File: src/design/spi_link_params.svh
/*
  Constants of the framed 16-bit serial link slave: register offsets,
  field positions, reset values and fixed words.
  Assumes inclusion by bare name from the design files.
*/
`ifndef SPI_LINK_PARAMS_SVH
`define SPI_LINK_PARAMS_SVH

// Link register offsets (10-bit word address space)
`define LF_CFG_ADDR 10'h1C8
`define LF_ERR_ADDR 10'h1D3
`define LF_SEL_ADDR 10'h3FF

// Fixed command and words
`define LF_RECOVER_CMD 16'hBA61
`define LF_SEL_GENERIC 16'h0004
`define LF_FILL_WORD 16'h0000
`define LF_DIAG_PAT 13'h1555

// Fault flag positions
`define LF_ERR_CKSYS 2
`define LF_ERR_FRAME 1
`define LF_ERR_WORD 0

// Link configuration fields
`define LF_CFG_IRQ_EN 15
`define LF_CFG_MODE_A 14
`define LF_CFG_WD_MSB 7
`define LF_CFG_WD_LSB 0
`define LF_WD_UNIT_PAD 4'h0

// Reset values
`define LF_FLAGS_RESET 3'h0
`define LF_CFG_RESET 16'h0000
`define LF_SEL_RESET 16'h0000

// Word framing and buffering
`define LF_LAST_BIT 4'hF
`define LF_FIFO_DEPTH 8

`endif

File: src/design/spi_link_pkg.sv
/*
  Types of the framed serial link slave: phases, command word layout,
  write stream item and the complete state of the link engine.
  Assumes nothing beyond a SystemVerilog compiler.
*/
package spi_link_pkg;

  typedef enum logic [1:0] {PH_CMD, PH_DATA, PH_DISCARD} phase_e;

  typedef struct packed {
    logic rd;
    logic [9:0] addr;
    logic [4:0] cnt;
  } cmd_word_s;

  typedef struct packed {
    logic [9:0] addr;
    logic [15:0] data;
  } wr_item_s;

  typedef struct packed {
    logic cs_m;
    logic cs_s;
    logic cs_d;
    logic sclk_m;
    logic sclk_s;
    logic sclk_d;
    logic mosi_m;
    logic mosi_s;
    logic ck_m;
    logic ck_s;
    phase_e phase;
    cmd_word_s cmd;
    logic [15:0] rx;
    logic [3:0] bitcnt;
    logic [5:0] words;
    logic [9:0] addr;
    logic [9:0] rd_addr;
    logic [15:0] tx;
    logic load_pend;
    logic err_state;
    logic recover;
    logic busy;
    logic oe;
    logic irq;
    logic [2:0] flags;
    logic [15:0] target;
    logic [15:0] cfg;
    logic [11:0] wd_cnt;
    logic hold_v;
    wr_item_s hold;
  } link_state_s;

endpackage : spi_link_pkg

File: src/design/spi_link_slave.sv
/*
  Framed 16-bit serial link slave with fault monitor: command/data
  framing, word and frame checks, diagnostic answer word, frozen fault
  flags, error state and recovery read. Pins and the system clock
  monitor level are asynchronous and pass two flip-flops. Assumes
  clock polarity 0, phase 0 and a link clock far slower than i_clk_sys.
*/
`timescale 1ns/10ps
`include "spi_link_params.svh"
// Function
// - First word is command, rest data
// - Early select release short of count faults, except in gap-timed mode
// - Words beyond nonzero count fault, except in gap-timed mode
// - Zero count runs until select release, except in gap-timed mode, where the frame is discarded
// - Fault register holds three read-only flags
// - Write answer carries fixed thirteen-bit pattern
// - Answer low bits mirror fault flags
// - First captured fault freezes the register
// - Captured fault raises interrupt when enabled
// - Error state accepts only recovery read
// - Recovery sends one word, leaves error
// - Generic target returns code, clears flags
// - Other target returns filler, keeps flags
// - Select low without system clock faults
// - Gap-timed idle too long aborts transfer
// - Word not sixteen bits faults
// - Bit fault reported at sequence end
// - Fault register reads zero when healthy
// - Command word holds direction, address, count
// - Configured inactivity limit bounds word gap
module spi_link_slave import spi_link_pkg::*; (
  // Clock and reset
  input wire logic i_clk_sys,
  input wire logic i_rst_b,
  // Serial link pins
  input wire logic i_cs_b,
  input wire logic i_sclk,
  input wire logic i_mosi,
  output logic o_miso,
  output logic o_miso_oe,
  // System clock monitor and status
  input wire logic i_cksys_ok,
  output logic o_irq,
  output logic o_err_state,
  // Write stream toward the register space
  output logic o_wr_valid,
  output wr_item_s o_wr_item,
  input wire logic i_wr_ready,
  // Read port of the register space
  output logic [9:0] o_rd_addr,
  input wire logic [15:0] i_rd_data
);

  function automatic logic [15:0] read_word(input logic [9:0] a, input link_state_s st,
                                            input logic [15:0] ext);
    case (a)
      `LF_SEL_ADDR: read_word = st.target;
      `LF_CFG_ADDR: read_word = st.cfg;
      `LF_ERR_ADDR: read_word = {13'h0000, st.flags};
      default: read_word = ext;
    endcase
  endfunction : read_word

  link_state_s s;
  link_state_s n;
  logic fifo_ready;
  logic sclk_rise;
  logic sclk_fall;
  logic cs_act;
  logic cs_fall;
  logic cs_rise;
  logic mode_a;
  logic word_done;
  logic last;
  logic clr_now;
  logic [15:0] w_in;
  logic [15:0] diag;
  logic [2:0] err_set;
  logic [2:0] flags_base;
  cmd_word_s c_in;

  always_comb begin
    n = s;
    n.cs_m = i_cs_b;
    n.cs_s = s.cs_m;
    n.cs_d = s.cs_s;
    n.sclk_m = i_sclk;
    n.sclk_s = s.sclk_m;
    n.sclk_d = s.sclk_s;
    n.mosi_m = i_mosi;
    n.mosi_s = s.mosi_m;
    n.ck_m = i_cksys_ok;
    n.ck_s = s.ck_m;
    sclk_rise = s.sclk_s & ~s.sclk_d;
    sclk_fall = ~s.sclk_s & s.sclk_d;
    cs_act = ~s.cs_s;
    cs_fall = s.cs_d & ~s.cs_s;
    cs_rise = ~s.cs_d & s.cs_s;
    mode_a = s.cfg[`LF_CFG_MODE_A];
    diag = {`LF_DIAG_PAT, s.flags};
    w_in = {s.rx[14:0], s.mosi_s};
    c_in = cmd_word_s'(w_in);
    word_done = sclk_rise & cs_act & (s.bitcnt == `LF_LAST_BIT);
    last = 1'h0;
    err_set = 3'h0;
    clr_now = 1'h0;
    n.oe = cs_act;
    if (s.hold_v && fifo_ready) begin
      n.hold_v = 1'h0;
    end
    if (cs_act && !s.ck_s) begin
      err_set[`LF_ERR_CKSYS] = 1'h1;
    end
    if (cs_fall && !(mode_a && s.busy)) begin
      n.bitcnt = 4'h0;
      n.tx = diag;
      n.phase = PH_CMD;
      n.words = 6'h00;
      n.load_pend = 1'h0;
    end
    if (sclk_fall && cs_act && s.bitcnt != 4'h0) begin
      n.tx = {s.tx[14:0], 1'h0};
    end
    // Read data is fetched half a link period late so the port has time to answer
    if (s.load_pend && ((sclk_fall && cs_act) || cs_fall)) begin
      n.tx = read_word(s.rd_addr, s, i_rd_data);
      n.load_pend = 1'h0;
      n.rd_addr = s.rd_addr + 10'h001;
      if (s.rd_addr == `LF_ERR_ADDR) begin
        clr_now = 1'h1;
      end
    end
    if (sclk_rise && cs_act) begin
      n.rx = w_in;
      n.bitcnt = s.bitcnt + 4'h1;
    end
    if (word_done) begin
      n.tx = diag;
      case (s.phase)
        PH_CMD: begin
          n.cmd = c_in;
          n.addr = c_in.addr;
          n.rd_addr = c_in.addr;
          n.words = 6'h00;
          if (s.err_state) begin
            if (w_in == `LF_RECOVER_CMD) begin
              n.phase = PH_DATA;
              n.recover = 1'h1;
              if (s.target == `LF_SEL_GENERIC) begin
                n.tx = {13'h0000, s.flags};
                clr_now = 1'h1;
              end else begin
                n.tx = `LF_FILL_WORD;
              end
            end else begin
              n.phase = PH_DISCARD;
            end
          end else if (mode_a && c_in.cnt == 5'h00) begin
            n.phase = PH_DISCARD;
          end else begin
            n.phase = PH_DATA;
            n.busy = mode_a;
            n.load_pend = c_in.rd;
          end
        end
        PH_DATA: begin
          n.words = s.words + 6'h01;
          n.addr = s.addr + 10'h001;
          if (s.recover) begin
            n.recover = 1'h0;
            n.err_state = 1'h0;
            n.phase = PH_DISCARD;
          end else if (s.cmd.cnt != 5'h00 && s.words == {1'h0, s.cmd.cnt}) begin
            err_set[`LF_ERR_FRAME] = 1'h1;
            n.phase = PH_DISCARD;
          end else begin
            last = (s.cmd.cnt != 5'h00) && (s.words + 6'h01 == {1'h0, s.cmd.cnt});
            n.load_pend = s.cmd.rd && !last;
            if (last && mode_a) begin
              n.busy = 1'h0;
              n.phase = PH_CMD;
            end
            if (!s.cmd.rd) begin
              case (s.addr)
                `LF_SEL_ADDR: n.target = w_in;
                `LF_CFG_ADDR: n.cfg = w_in;
                `LF_ERR_ADDR: ;
                default: begin
                  // A word still waiting on a stalled stream is an overrun
                  if (n.hold_v) begin
                    err_set[`LF_ERR_FRAME] = 1'h1;
                  end else begin
                    n.hold_v = 1'h1;
                    n.hold.addr = s.addr;
                    n.hold.data = w_in;
                  end
                end
              endcase
            end
          end
        end
        default: ;
      endcase
    end
    if (cs_rise) begin
      n.bitcnt = 4'h0;
      if (s.bitcnt != 4'h0) begin
        err_set[`LF_ERR_WORD] = 1'h1;
      end
      if (!(mode_a && s.busy)) begin
        if (!mode_a && s.phase == PH_DATA && !s.recover && s.cmd.cnt != 5'h00
            && s.words < {1'h0, s.cmd.cnt}) begin
          err_set[`LF_ERR_FRAME] = 1'h1;
        end
        n.phase = PH_CMD;
        n.load_pend = 1'h0;
        n.recover = 1'h0;
      end
    end
    if (mode_a && s.busy && !sclk_rise) begin
      n.wd_cnt = s.wd_cnt + 12'h001;
    end else begin
      n.wd_cnt = 12'h000;
    end
    if (mode_a && s.busy && s.cfg[`LF_CFG_WD_MSB:`LF_CFG_WD_LSB] != 8'h00
        && s.wd_cnt >= {s.cfg[`LF_CFG_WD_MSB:`LF_CFG_WD_LSB], `LF_WD_UNIT_PAD}) begin
      err_set[`LF_ERR_FRAME] = 1'h1;
      n.busy = 1'h0;
      n.phase = PH_CMD;
      n.load_pend = 1'h0;
    end
    // freeze, a new fault wins over a clear
    flags_base = clr_now ? 3'h0 : s.flags;
    n.flags = flags_base;
    if (flags_base == 3'h0 && err_set != 3'h0) begin
      n.flags = err_set;
      n.err_state = 1'h1;
      n.recover = 1'h0;
      n.phase = PH_DISCARD;
      n.busy = 1'h0;
      n.load_pend = 1'h0;
    end
    n.irq = n.err_state & n.cfg[`LF_CFG_IRQ_EN];
  end

  always_ff @(posedge i_clk_sys or negedge i_rst_b) begin
    if (!i_rst_b) begin
      s <= '0;
      s.cs_m <= 1'h1;
      s.cs_s <= 1'h1;
      s.cs_d <= 1'h1;
      s.flags <= `LF_FLAGS_RESET;
      s.cfg <= `LF_CFG_RESET;
      s.target <= `LF_SEL_RESET;
    end else begin
      s <= n;
    end
  end

  word_fifo #(
    .WIDTH($bits(wr_item_s)),
    .DEPTH(`LF_FIFO_DEPTH)
  ) u_fifo (
    .i_clk_sys(i_clk_sys),
    .i_rst_b(i_rst_b),
    .i_valid(s.hold_v),
    .i_data(s.hold),
    .o_ready(fifo_ready),
    .o_valid(o_wr_valid),
    .o_data(o_wr_item),
    .i_ready(i_wr_ready)
  );

  assign o_miso = s.tx[15];
  assign o_miso_oe = s.oe;
  assign o_irq = s.irq;
  assign o_err_state = s.err_state;
  assign o_rd_addr = s.rd_addr;
endmodule : spi_link_slave

File: src/design/word_fifo.sv
/*
  Shift-register FIFO with valid/ready on both sides; head entry and
  flags are registers. Assumes one clock and an active-low async reset.
*/
`timescale 1ns/10ps
module word_fifo #(
  parameter int WIDTH = 26,
  parameter int DEPTH = 8
) (
  // Clock and reset
  input wire logic i_clk_sys,
  input wire logic i_rst_b,
  // Fill side
  input wire logic i_valid,
  input wire logic [WIDTH-1:0] i_data,
  output logic o_ready,
  // Drain side
  output logic o_valid,
  output logic [WIDTH-1:0] o_data,
  input wire logic i_ready
);
  localparam int CW = $clog2(DEPTH) + 1;

  typedef struct packed {
    logic [DEPTH-1:0][WIDTH-1:0] mem;
    logic [CW-1:0] cnt;
    logic valid;
    logic full;
  } fifo_st_s;

  fifo_st_s s;
  fifo_st_s n;
  logic push;
  logic pop;
  logic [CW-1:0] wr_idx;

  always_comb begin
    n = s;
    pop = s.valid & i_ready;
    push = i_valid & ~s.full;
    wr_idx = s.cnt - {{(CW-1){1'h0}}, pop};
    // Head always sits in entry 0, so the output needs no read mux
    for (int i = 0; i < DEPTH; i++) begin
      if (pop) begin
        n.mem[i] = (i == DEPTH - 1) ? '0 : s.mem[(i + 1) % DEPTH];
      end
      if (push && (CW'(i) == wr_idx)) begin
        n.mem[i] = i_data;
      end
    end
    n.cnt = wr_idx + {{(CW-1){1'h0}}, push};
    n.valid = (n.cnt != '0);
    n.full = (n.cnt == CW'(DEPTH));
  end

  always_ff @(posedge i_clk_sys or negedge i_rst_b) begin
    if (!i_rst_b) begin
      s <= '0;
    end else begin
      s <= n;
    end
  end

  assign o_ready = ~s.full;
  assign o_valid = s.valid;
  assign o_data = s.mem[0];

endmodule : word_fifo

File: config.mk
export PLATFORM = sky130hd
export DESIGN_NAME = spi_link_slave
export DESIGN_NICKNAME = d
export VERILOG_FILES = /design/src/design/spi_link_pkg.sv /design/src/design/spi_link_slave.sv /design/src/design/word_fifo.sv
export VERILOG_INCLUDE_DIRS = /design/src /design/src/design
export SDC_FILE = /design/constraint.sdc
export NUM_CORES = 1
export LEC_CHECK = 0
export BUFFER_PORTS_ARGS = -buffer_cell sky130_fd_sc_hd__buf_2
export CORE_MARGIN = 10
export CORE_UTILIZATION = 56
export CTS_CLUSTER_DIAMETER = 40
export DETAILED_ROUTE_END_ITERATION = 10
export PLACE_DENSITY = 0.84
export SLEW_MARGIN = 10
export SYNTH_ARGS = -nofsm -noshare
export SYNTH_HDL_FRONTEND = slang
export SYNTH_SLANG_ARGS = --single-unit
File: constraint.sdc
create_clock -name i_clk_sys -period 2.71 [get_ports i_clk_sys]
set_input_delay 0.271 -clock i_clk_sys [delete_from_list [all_inputs] [get_ports i_clk_sys]]
set_output_delay 0.271 -clock i_clk_sys [all_outputs]
set_load 0.02 [all_outputs]
After elaboration in Yosys (flattened, before gate mapping) --
Cells that the tools add are included.
Storage, ports and cells: flip-flop bits (word level) 383, output and inout bits 41, word-level logic and storage cells 265
Cells by class: bitwise gates (word level) 19, magnitude comparators 2, reductions and logical operators 65, muxes and demuxes 102, $add $sub $neg 7, equal/unequal tests 25
Operators with widths (number):
- two-way mux 26 bit | 18
- two-way mux 27 bit | 7
- two-way mux 16 bit | 10
- one-hot mux 16 bit (3 select lines) | 1
- two-way mux 46 bit | 1
- == test 10 x 9 -> 1 bit, second input constant | 4
- two-way mux 1 bit | 38
- one-hot mux 16 bit (2 select lines) | 1
- logical AND 1 bit | 29
- two-way mux 2 bit | 13
- adder 10 x 1 -> 10 bit, second input constant | 2
- == test 10 bit, second input constant | 2
- two-way mux 18 bit | 1
- nonzero test 2 bit | 9
- two-way mux 17 bit | 1
- == test 16 bit, second input constant | 1
- == test 16 x 3 -> 1 bit, second input constant | 1
- == test 3 x 4 -> 1 bit, first input constant | 4
- nonzero test 4 bit | 4
- AND reduction 7 bit | 2
- adder 12 x 1 -> 12 bit, second input constant | 1
- == test 6 x 5 -> 1 bit | 2
- greater-or-equal comparator 12 bit | 1
- two-way mux 12 bit | 1
- other kinds (30) | 66

Longest topological paths before layout --
word-level depth 18, depth in mapped cells 12

Cells and area by module --
Synthesis repeated with hierarchy kept, for this count alone.
Second synthesis, totals: cells, all modules 1636, area total of the unflattened synthesis 18849.3 um^2
Modules (own cells, without submodules):
- word_fifo | area an instance 10944.2 um^2, cells each 859, instances 1
- spi_link_slave | area an instance 7905.1 um^2, cells each 777, instances 1

Least setup slack after synthesis --
No wires, ideal clock.
kind register to register, start point reg u_fifo.s (netlist bit u_fifo.o_valid), end point reg u_fifo.s[106] (netlist bit), data arrival time 2.655 ns, path slack -0.086 ns, clock period less this slack 2.796 ns, stages on the path, launching flop included 13, cells stage by stage dfrtp_1 nand2_1 clkinv_1 clkbuf_1 ha_1 ha_1 inv_1 or3_1 a2111o_1 clkbuf_1 clkbuf_1 nor2_1 a31oi_1
On the way: word-level cells in the longest chain between the ends 5, elaborated cells between the ends (all ways) 6
Ends and longest elaborated chain:
- start: declaration | line word_fifo.sv:31 | fifo_st_s s;
- start signal: assignment | line word_fifo.sv:60 | s <= n;
- bitwise AND 1 bit (*) | line word_fifo.sv:39 | pop = s.valid & i_ready;
- subtractor 4 x 1 -> 4 bit | line word_fifo.sv:41 | wr_idx = s.cnt - {{(CW-1){1'h0}}, pop};
- == test 2 x 4 -> 1 bit | line word_fifo.sv:47 | if (push && (CW'(i) == wr_idx)) begin
- logical AND 1 bit | line word_fifo.sv:47
- two-way mux 26 bit / nonzero test 2 bit (equally long branches)
Every way passes the cells marked *; elsewhere a longest branch is shown, timed or not. A chain may end at the register's enable or synchronous reset.

Worst setup path in the final report --
start point reg s (netlist bit c_in[1]), end point reg s[80] (netlist bit)
On the way: word-level cells in the longest chain between the ends 5
Ends and longest elaborated chain:
- start: declaration | line spi_link_slave.sv:64 | link_state_s s;
- start signal: assignment | line spi_link_slave.sv:256 | s <= n;
- == test 16 bit (no source line)
- two-way mux 16 bit | line spi_link_slave.sv:146 | if (w_in == `LF_RECOVER_CMD) begin
- two-way mux 16 bit | line spi_link_slave.sv:145 | if (s.err_state) begin
- two-way mux 26 bit | line spi_link_slave.sv:139 | case (s.phase)
- two-way mux 46 bit | line spi_link_slave.sv:137 | if (word_done) begin
Every way passes these cells. The select of a mux whose other input is x is not followed.

==> results_tabular.tex <==
\begin{tabular}{lr}
\hline
Metric & Value \\
\hline
\multicolumn{2}{l}{\textbf{Global route}} \\
First-pass GRT wire length & 70600 um \\
Residual overflow from global routing & 0 \\
Via count of the first global-routing pass & 13690 \\
Initial antenna violation count & 0 \\
Global-route usage over all layers & 21.6\% \\
Pin count of the biggest net entering global routing & 209 \\
\multicolumn{2}{l}{\textbf{Finish}} \\
Area taken by multi-input logic gates & 0.00755 mm2 \\
Register area & 0.00934 mm2 \\
Number of standard cells in the layout, taps in and fillers out & 2345 \\
Antenna diode instance count & 0 \\
Layout net count & 1956 \\
Area growth syn-to-layout & 13.8\% \\
Fraction of layout instances using a drive strength above 1 & 14.6\% \\
Layout fillers & 2314 \\
Final core utilization & 64.3\% \\
\multicolumn{2}{l}{\textbf{STA}} \\
Setup WS post-layout & 74.9 ps \\
Portion of the clock cycle consumed by the worst path in the final layout & 97.2\% \\
Worst Tran Pin Value & 1120 ps \\
Final sum of negative setup slack & 0 ps \\
Post-layout minimum cycle time & 2640 ps \\
Setup Viol. Count Final & 0 \\
Max-slew violations & 0 \\
Fmax & 0.379 GHz \\
Final Hold Violating Endpoints & 0 \\
Hold\_ws & 92.0 ps \\
Post-route clock skew & 38.2 ps \\
RSZ-0062 raised after global routing & no \\
Headroom to the max-slew limit & 25.5\% \\
\multicolumn{2}{l}{\textbf{Synthesis}} \\
Yosys cell types & 70 \\
Most common cell in the netlist & sky130\_fd\_sc\_hd\_\_nand2\_1 \\
Share of synthesized area occupied by flip-flops and latches & 52.5\% \\
Leading cell types by total area after synthesis & sky130\_fd\_sc\_hd\_\_dfrtp\_1 52\%, sky130\_fd\_sc\_hd\_\_nand2\_1 9.5\%, sky130\_fd\_sc\_hd\_\_mux2i\_1 4.6\%, sky130\_fd\_sc\_hd\_\_a31oi\_1 3.9\%, sky130\_fd\_sc\_hd\_\_o21ai\_0 3.9\% \\
Number of enable-type register cells in the synthesized netlist & 0 \\
Most instantiated cells after synthesis & 449 x sky130\_fd\_sc\_hd\_\_nand2\_1, 370 x sky130\_fd\_sc\_hd\_\_dfrtp\_1, 163 x sky130\_fd\_sc\_hd\_\_nor2\_1 \\
Area share of the largest cell type after synthesis & 52.0\% \\
Netlist area before placement & 0.0178 mm2 \\
Total nets after synthesis & 1948 \\
Instance count of the mapped netlist & 1899 \\
Flip-flop cell with the highest count after synthesis & sky130\_fd\_sc\_hd\_\_dfrtp\_1 \\
Async set or reset register ratio after synthesis & 100\% \\
Synthesis-stage register bit count & 373 \\
Cell taking the most area after synthesis & sky130\_fd\_sc\_hd\_\_dfrtp\_1 \\
Warning count from the yosys run & 0 \\
Mean instance size in the synthesized netlist & 9.37 um2 \\
\multicolumn{2}{l}{\textbf{Die}} \\
Initial core utilization & 56.5\% \\
Height of the chip & 198 um \\
Area of the core region & 0.0315 mm2 \\
Total die area & 0.0393 mm2 \\
I/O pin count & 64 \\
Horizontal die dimension & 198 um \\
Std-Cell Rows & 65 \\
\multicolumn{2}{l}{\textbf{Drt}} \\
Total wire length & 41800 um \\
Number of nets still failing antenna checks after routing & 0 \\
Length of the first detailed-routing pass in iterations & 8 \\
Average via count per standard cell & 5.95 \\
First-iteration detailed-routing DRC count & 1464 \\
Wire per inst & 17.8 um \\
DRC errors left & 0 \\
Total number of vias & 13954 \\
\multicolumn{2}{l}{\textbf{Clock network}} \\
CTS tree & done \\
Post-CTS setup buffer count & 0 \\
Total clock buffers created by CTS & 47 \\
Maximum buffer depth of the clock tree & 3 \\
Clock network latency to the later pin of the worst-skew pair & 560 ps \\
CTS sink cnt & 373 \\
Root cell of the clock tree & sky130\_fd\_sc\_hd\_\_clkbuf\_16 \\
CTS H-tree depth & 2 \\
Clock-pin slew on the worst setup and hold paths & 60 ps \\
\multicolumn{2}{l}{\textbf{Worst setup path}} \\
Critical Path Fanout Max & 3 \\
Startpoint type of the worst setup path & flip-flop \\
Critical path arrival & 3050 ps \\
CP Class & flip-flop to flip-flop \\
Req. time, crit path & 3120 ps \\
Nature of the critical path endpoint & flip-flop \\
\multicolumn{2}{l}{\textbf{Pwr}} \\
Power density over the cells & 695 mW/mm2 \\
Power share of the clock group & 49.2\% \\
Static Leak & 0.00973 uW \\
Portion of total power attributed to sequential cells & 41.0\% \\
Peak ir drop on the vdd network & 0.000786 V \\
Sw Share & 25.3\% \\
Cell-internal power & 10500 uW \\
Share of total power in combinational logic & 9.8\% \\
Switch Pwr & 3560 uW \\
\multicolumn{2}{l}{\textbf{Placement}} \\
Placed cells & 2255 \\
Pre-CTS WS & 40.1 ps \\
Half-perimeter wire length after detailed placement & 27100 um \\
Final Wtd Congestion & 0.904 \\
Port buffer count & 63 \\
\multicolumn{2}{l}{\textbf{Run}} \\
Reported max-cap violation count & 0 \\
\multicolumn{2}{l}{\textbf{Status}} \\
Outcome & completed \\
\multicolumn{2}{l}{\textbf{Hold path}} \\
Path type of the worst min-delay path & input pin to flip-flop \\
\hline
\end{tabular}
-- per-layer routing --
layer,share of wire (%),routed length [um],up-vias,GRT usage [%]
li1,-,-,6544,-
met1,43,17800,6847,28.7
met4,2.9,1210,0,7.35
met3,6.2,2600,97,3.31
met5,0,0,-,0
met2,48,20200,466,35.2
-- what timing repair did --
item | CTS | global route
hold buffers | 5 | 0
resized for setup | 0 | 2
endpoints found under the hold margin | 60 | 0
setup endpoints to repair | 0 | 7
-- final timing paths --
kind	cells past startpoint	slack, ps	end	from
setup / recovery	6	70	s[80]	c_in[1]
hold / removal	3	90	s[86]	i_rd_data[6]
setup reg to reg	6	70	s[80]	c_in[1]
hold reg to reg	0	350	n[167]	n[168]
max in group asynchronous	4	1500	u_fifo.s[207]	i_rst_b
min in group asynchronous	2	250	u_fifo.o_data[21]	i_rst_b
-- power groups by stage --
stage	logic (uW)	registers, uW	clock network [uW]
floorplan	852	5880	0
global placement	1320	5860	0
detailed placement	1360	5870	0
CTS	1370	5770	7020
global route	1500	5780	7240
finish	1380	5770	6920
-- cell usage in the layout (no fill, tap or decap), types with 7 or more instances in the layout --
| cell | synthesis | routed |
|---|---|---|
| sky130_fd_sc_hd__bufinv_16 | 0 | 11 |
| sky130_fd_sc_hd__a21o_1 | 9 | 9 |
| sky130_fd_sc_hd__nor3_1 | 20 | 18 |
| sky130_fd_sc_hd__a222oi_1 | 9 | 9 |
| sky130_fd_sc_hd__nand3_1 | 32 | 32 |
| sky130_fd_sc_hd__o22ai_1 | 8 | 8 |
| sky130_fd_sc_hd__a21oi_1 | 38 | 38 |
| sky130_fd_sc_hd__nand2_1 | 449 | 448 |
| sky130_fd_sc_hd__mux2_2 | 57 | 57 |
| sky130_fd_sc_hd__xor2_1 | 15 | 15 |
| sky130_fd_sc_hd__o21ai_0 | 137 | 137 |
| sky130_fd_sc_hd__ha_1 | 26 | 25 |
| sky130_fd_sc_hd__a221o_1 | 8 | 8 |
| sky130_fd_sc_hd__buf_2 | 6 | 62 |
| sky130_fd_sc_hd__xnor2_1 | 12 | 12 |
| sky130_fd_sc_hd__dfrtp_1 | 370 | 370 |
| sky130_fd_sc_hd__nand2b_1 | 7 | 7 |
| sky130_fd_sc_hd__a221oi_1 | 8 | 8 |
| sky130_fd_sc_hd__nor4_1 | 14 | 13 |
| sky130_fd_sc_hd__inv_1 | 37 | 37 |
| sky130_fd_sc_hd__mux2i_1 | 81 | 81 |
| sky130_fd_sc_hd__a31oi_1 | 110 | 110 |
| sky130_fd_sc_hd__nand4_1 | 7 | 7 |
| sky130_fd_sc_hd__nor2_1 | 163 | 161 |
| sky130_fd_sc_hd__clkbuf_16 | 0 | 48 |
| sky130_fd_sc_hd__buf_4 | 36 | 53 |
| sky130_fd_sc_hd__or3_1 | 12 | 12 |
| sky130_fd_sc_hd__buf_12 | 0 | 9 |
| sky130_fd_sc_hd__and3_1 | 12 | 12 |
| sky130_fd_sc_hd__a22o_1 | 7 | 7 |
-- stage by stage --
stage / total power (uW) / area (um2)
2_1_floorplan: 6730 / 17800
3_3_place_gp: 7180 / 18400
3_5_place_dp: 7230 / 18400
4_1_cts: 14200 / 20200
5_1_grt: 14500 / 20300
6_report: 14100 / 20300
-- cell families after synthesis --
kind of cell	share of synthesized area [%]
AOI/OAI and AO/OA	13.0
and+or+nand+nor	18.0
buffers and inverters	5.25
DFF	52.5
adders and majority gates	1.83
xor gates and xnor gates	1.33
muxes	8.16
-- critical path: stages (launching register included) --
cell	delay, ps
sky130_fd_sc_hd__dfrtp_1	380
sky130_fd_sc_hd__or4_4	550
sky130_fd_sc_hd__or4_4	500
sky130_fd_sc_hd__or4_4	440
sky130_fd_sc_hd__a221o_1	380
sky130_fd_sc_hd__o21ai_1	150
sky130_fd_sc_hd__o311ai_1	110
-- flip-flops by register name, summed over array words and instances, names as in the netlist, 3 cells and up --
| register | count |
|---|---|
| u_fifo.s | 187 |
| s | 119 |
| u_fifo.o_data | 26 |
| c_in | 16 |
| o_rd_addr | 10 |
| n | 6 |
| diag | 3 |
-- final cells by class --
class / count / area share, %
Tap cell: 402 / 2.48
Clock buffer: 53 / 6.12
Clock inverter: 32 / 2.51
Timing Repair Buffer: 131 / 4.76
Multi-Input combinational cell: 1315 / 37.3
Sequential cell: 373 / 46.1
Inverter: 39 / 0.723
Power figures use the tool's default switching activity.
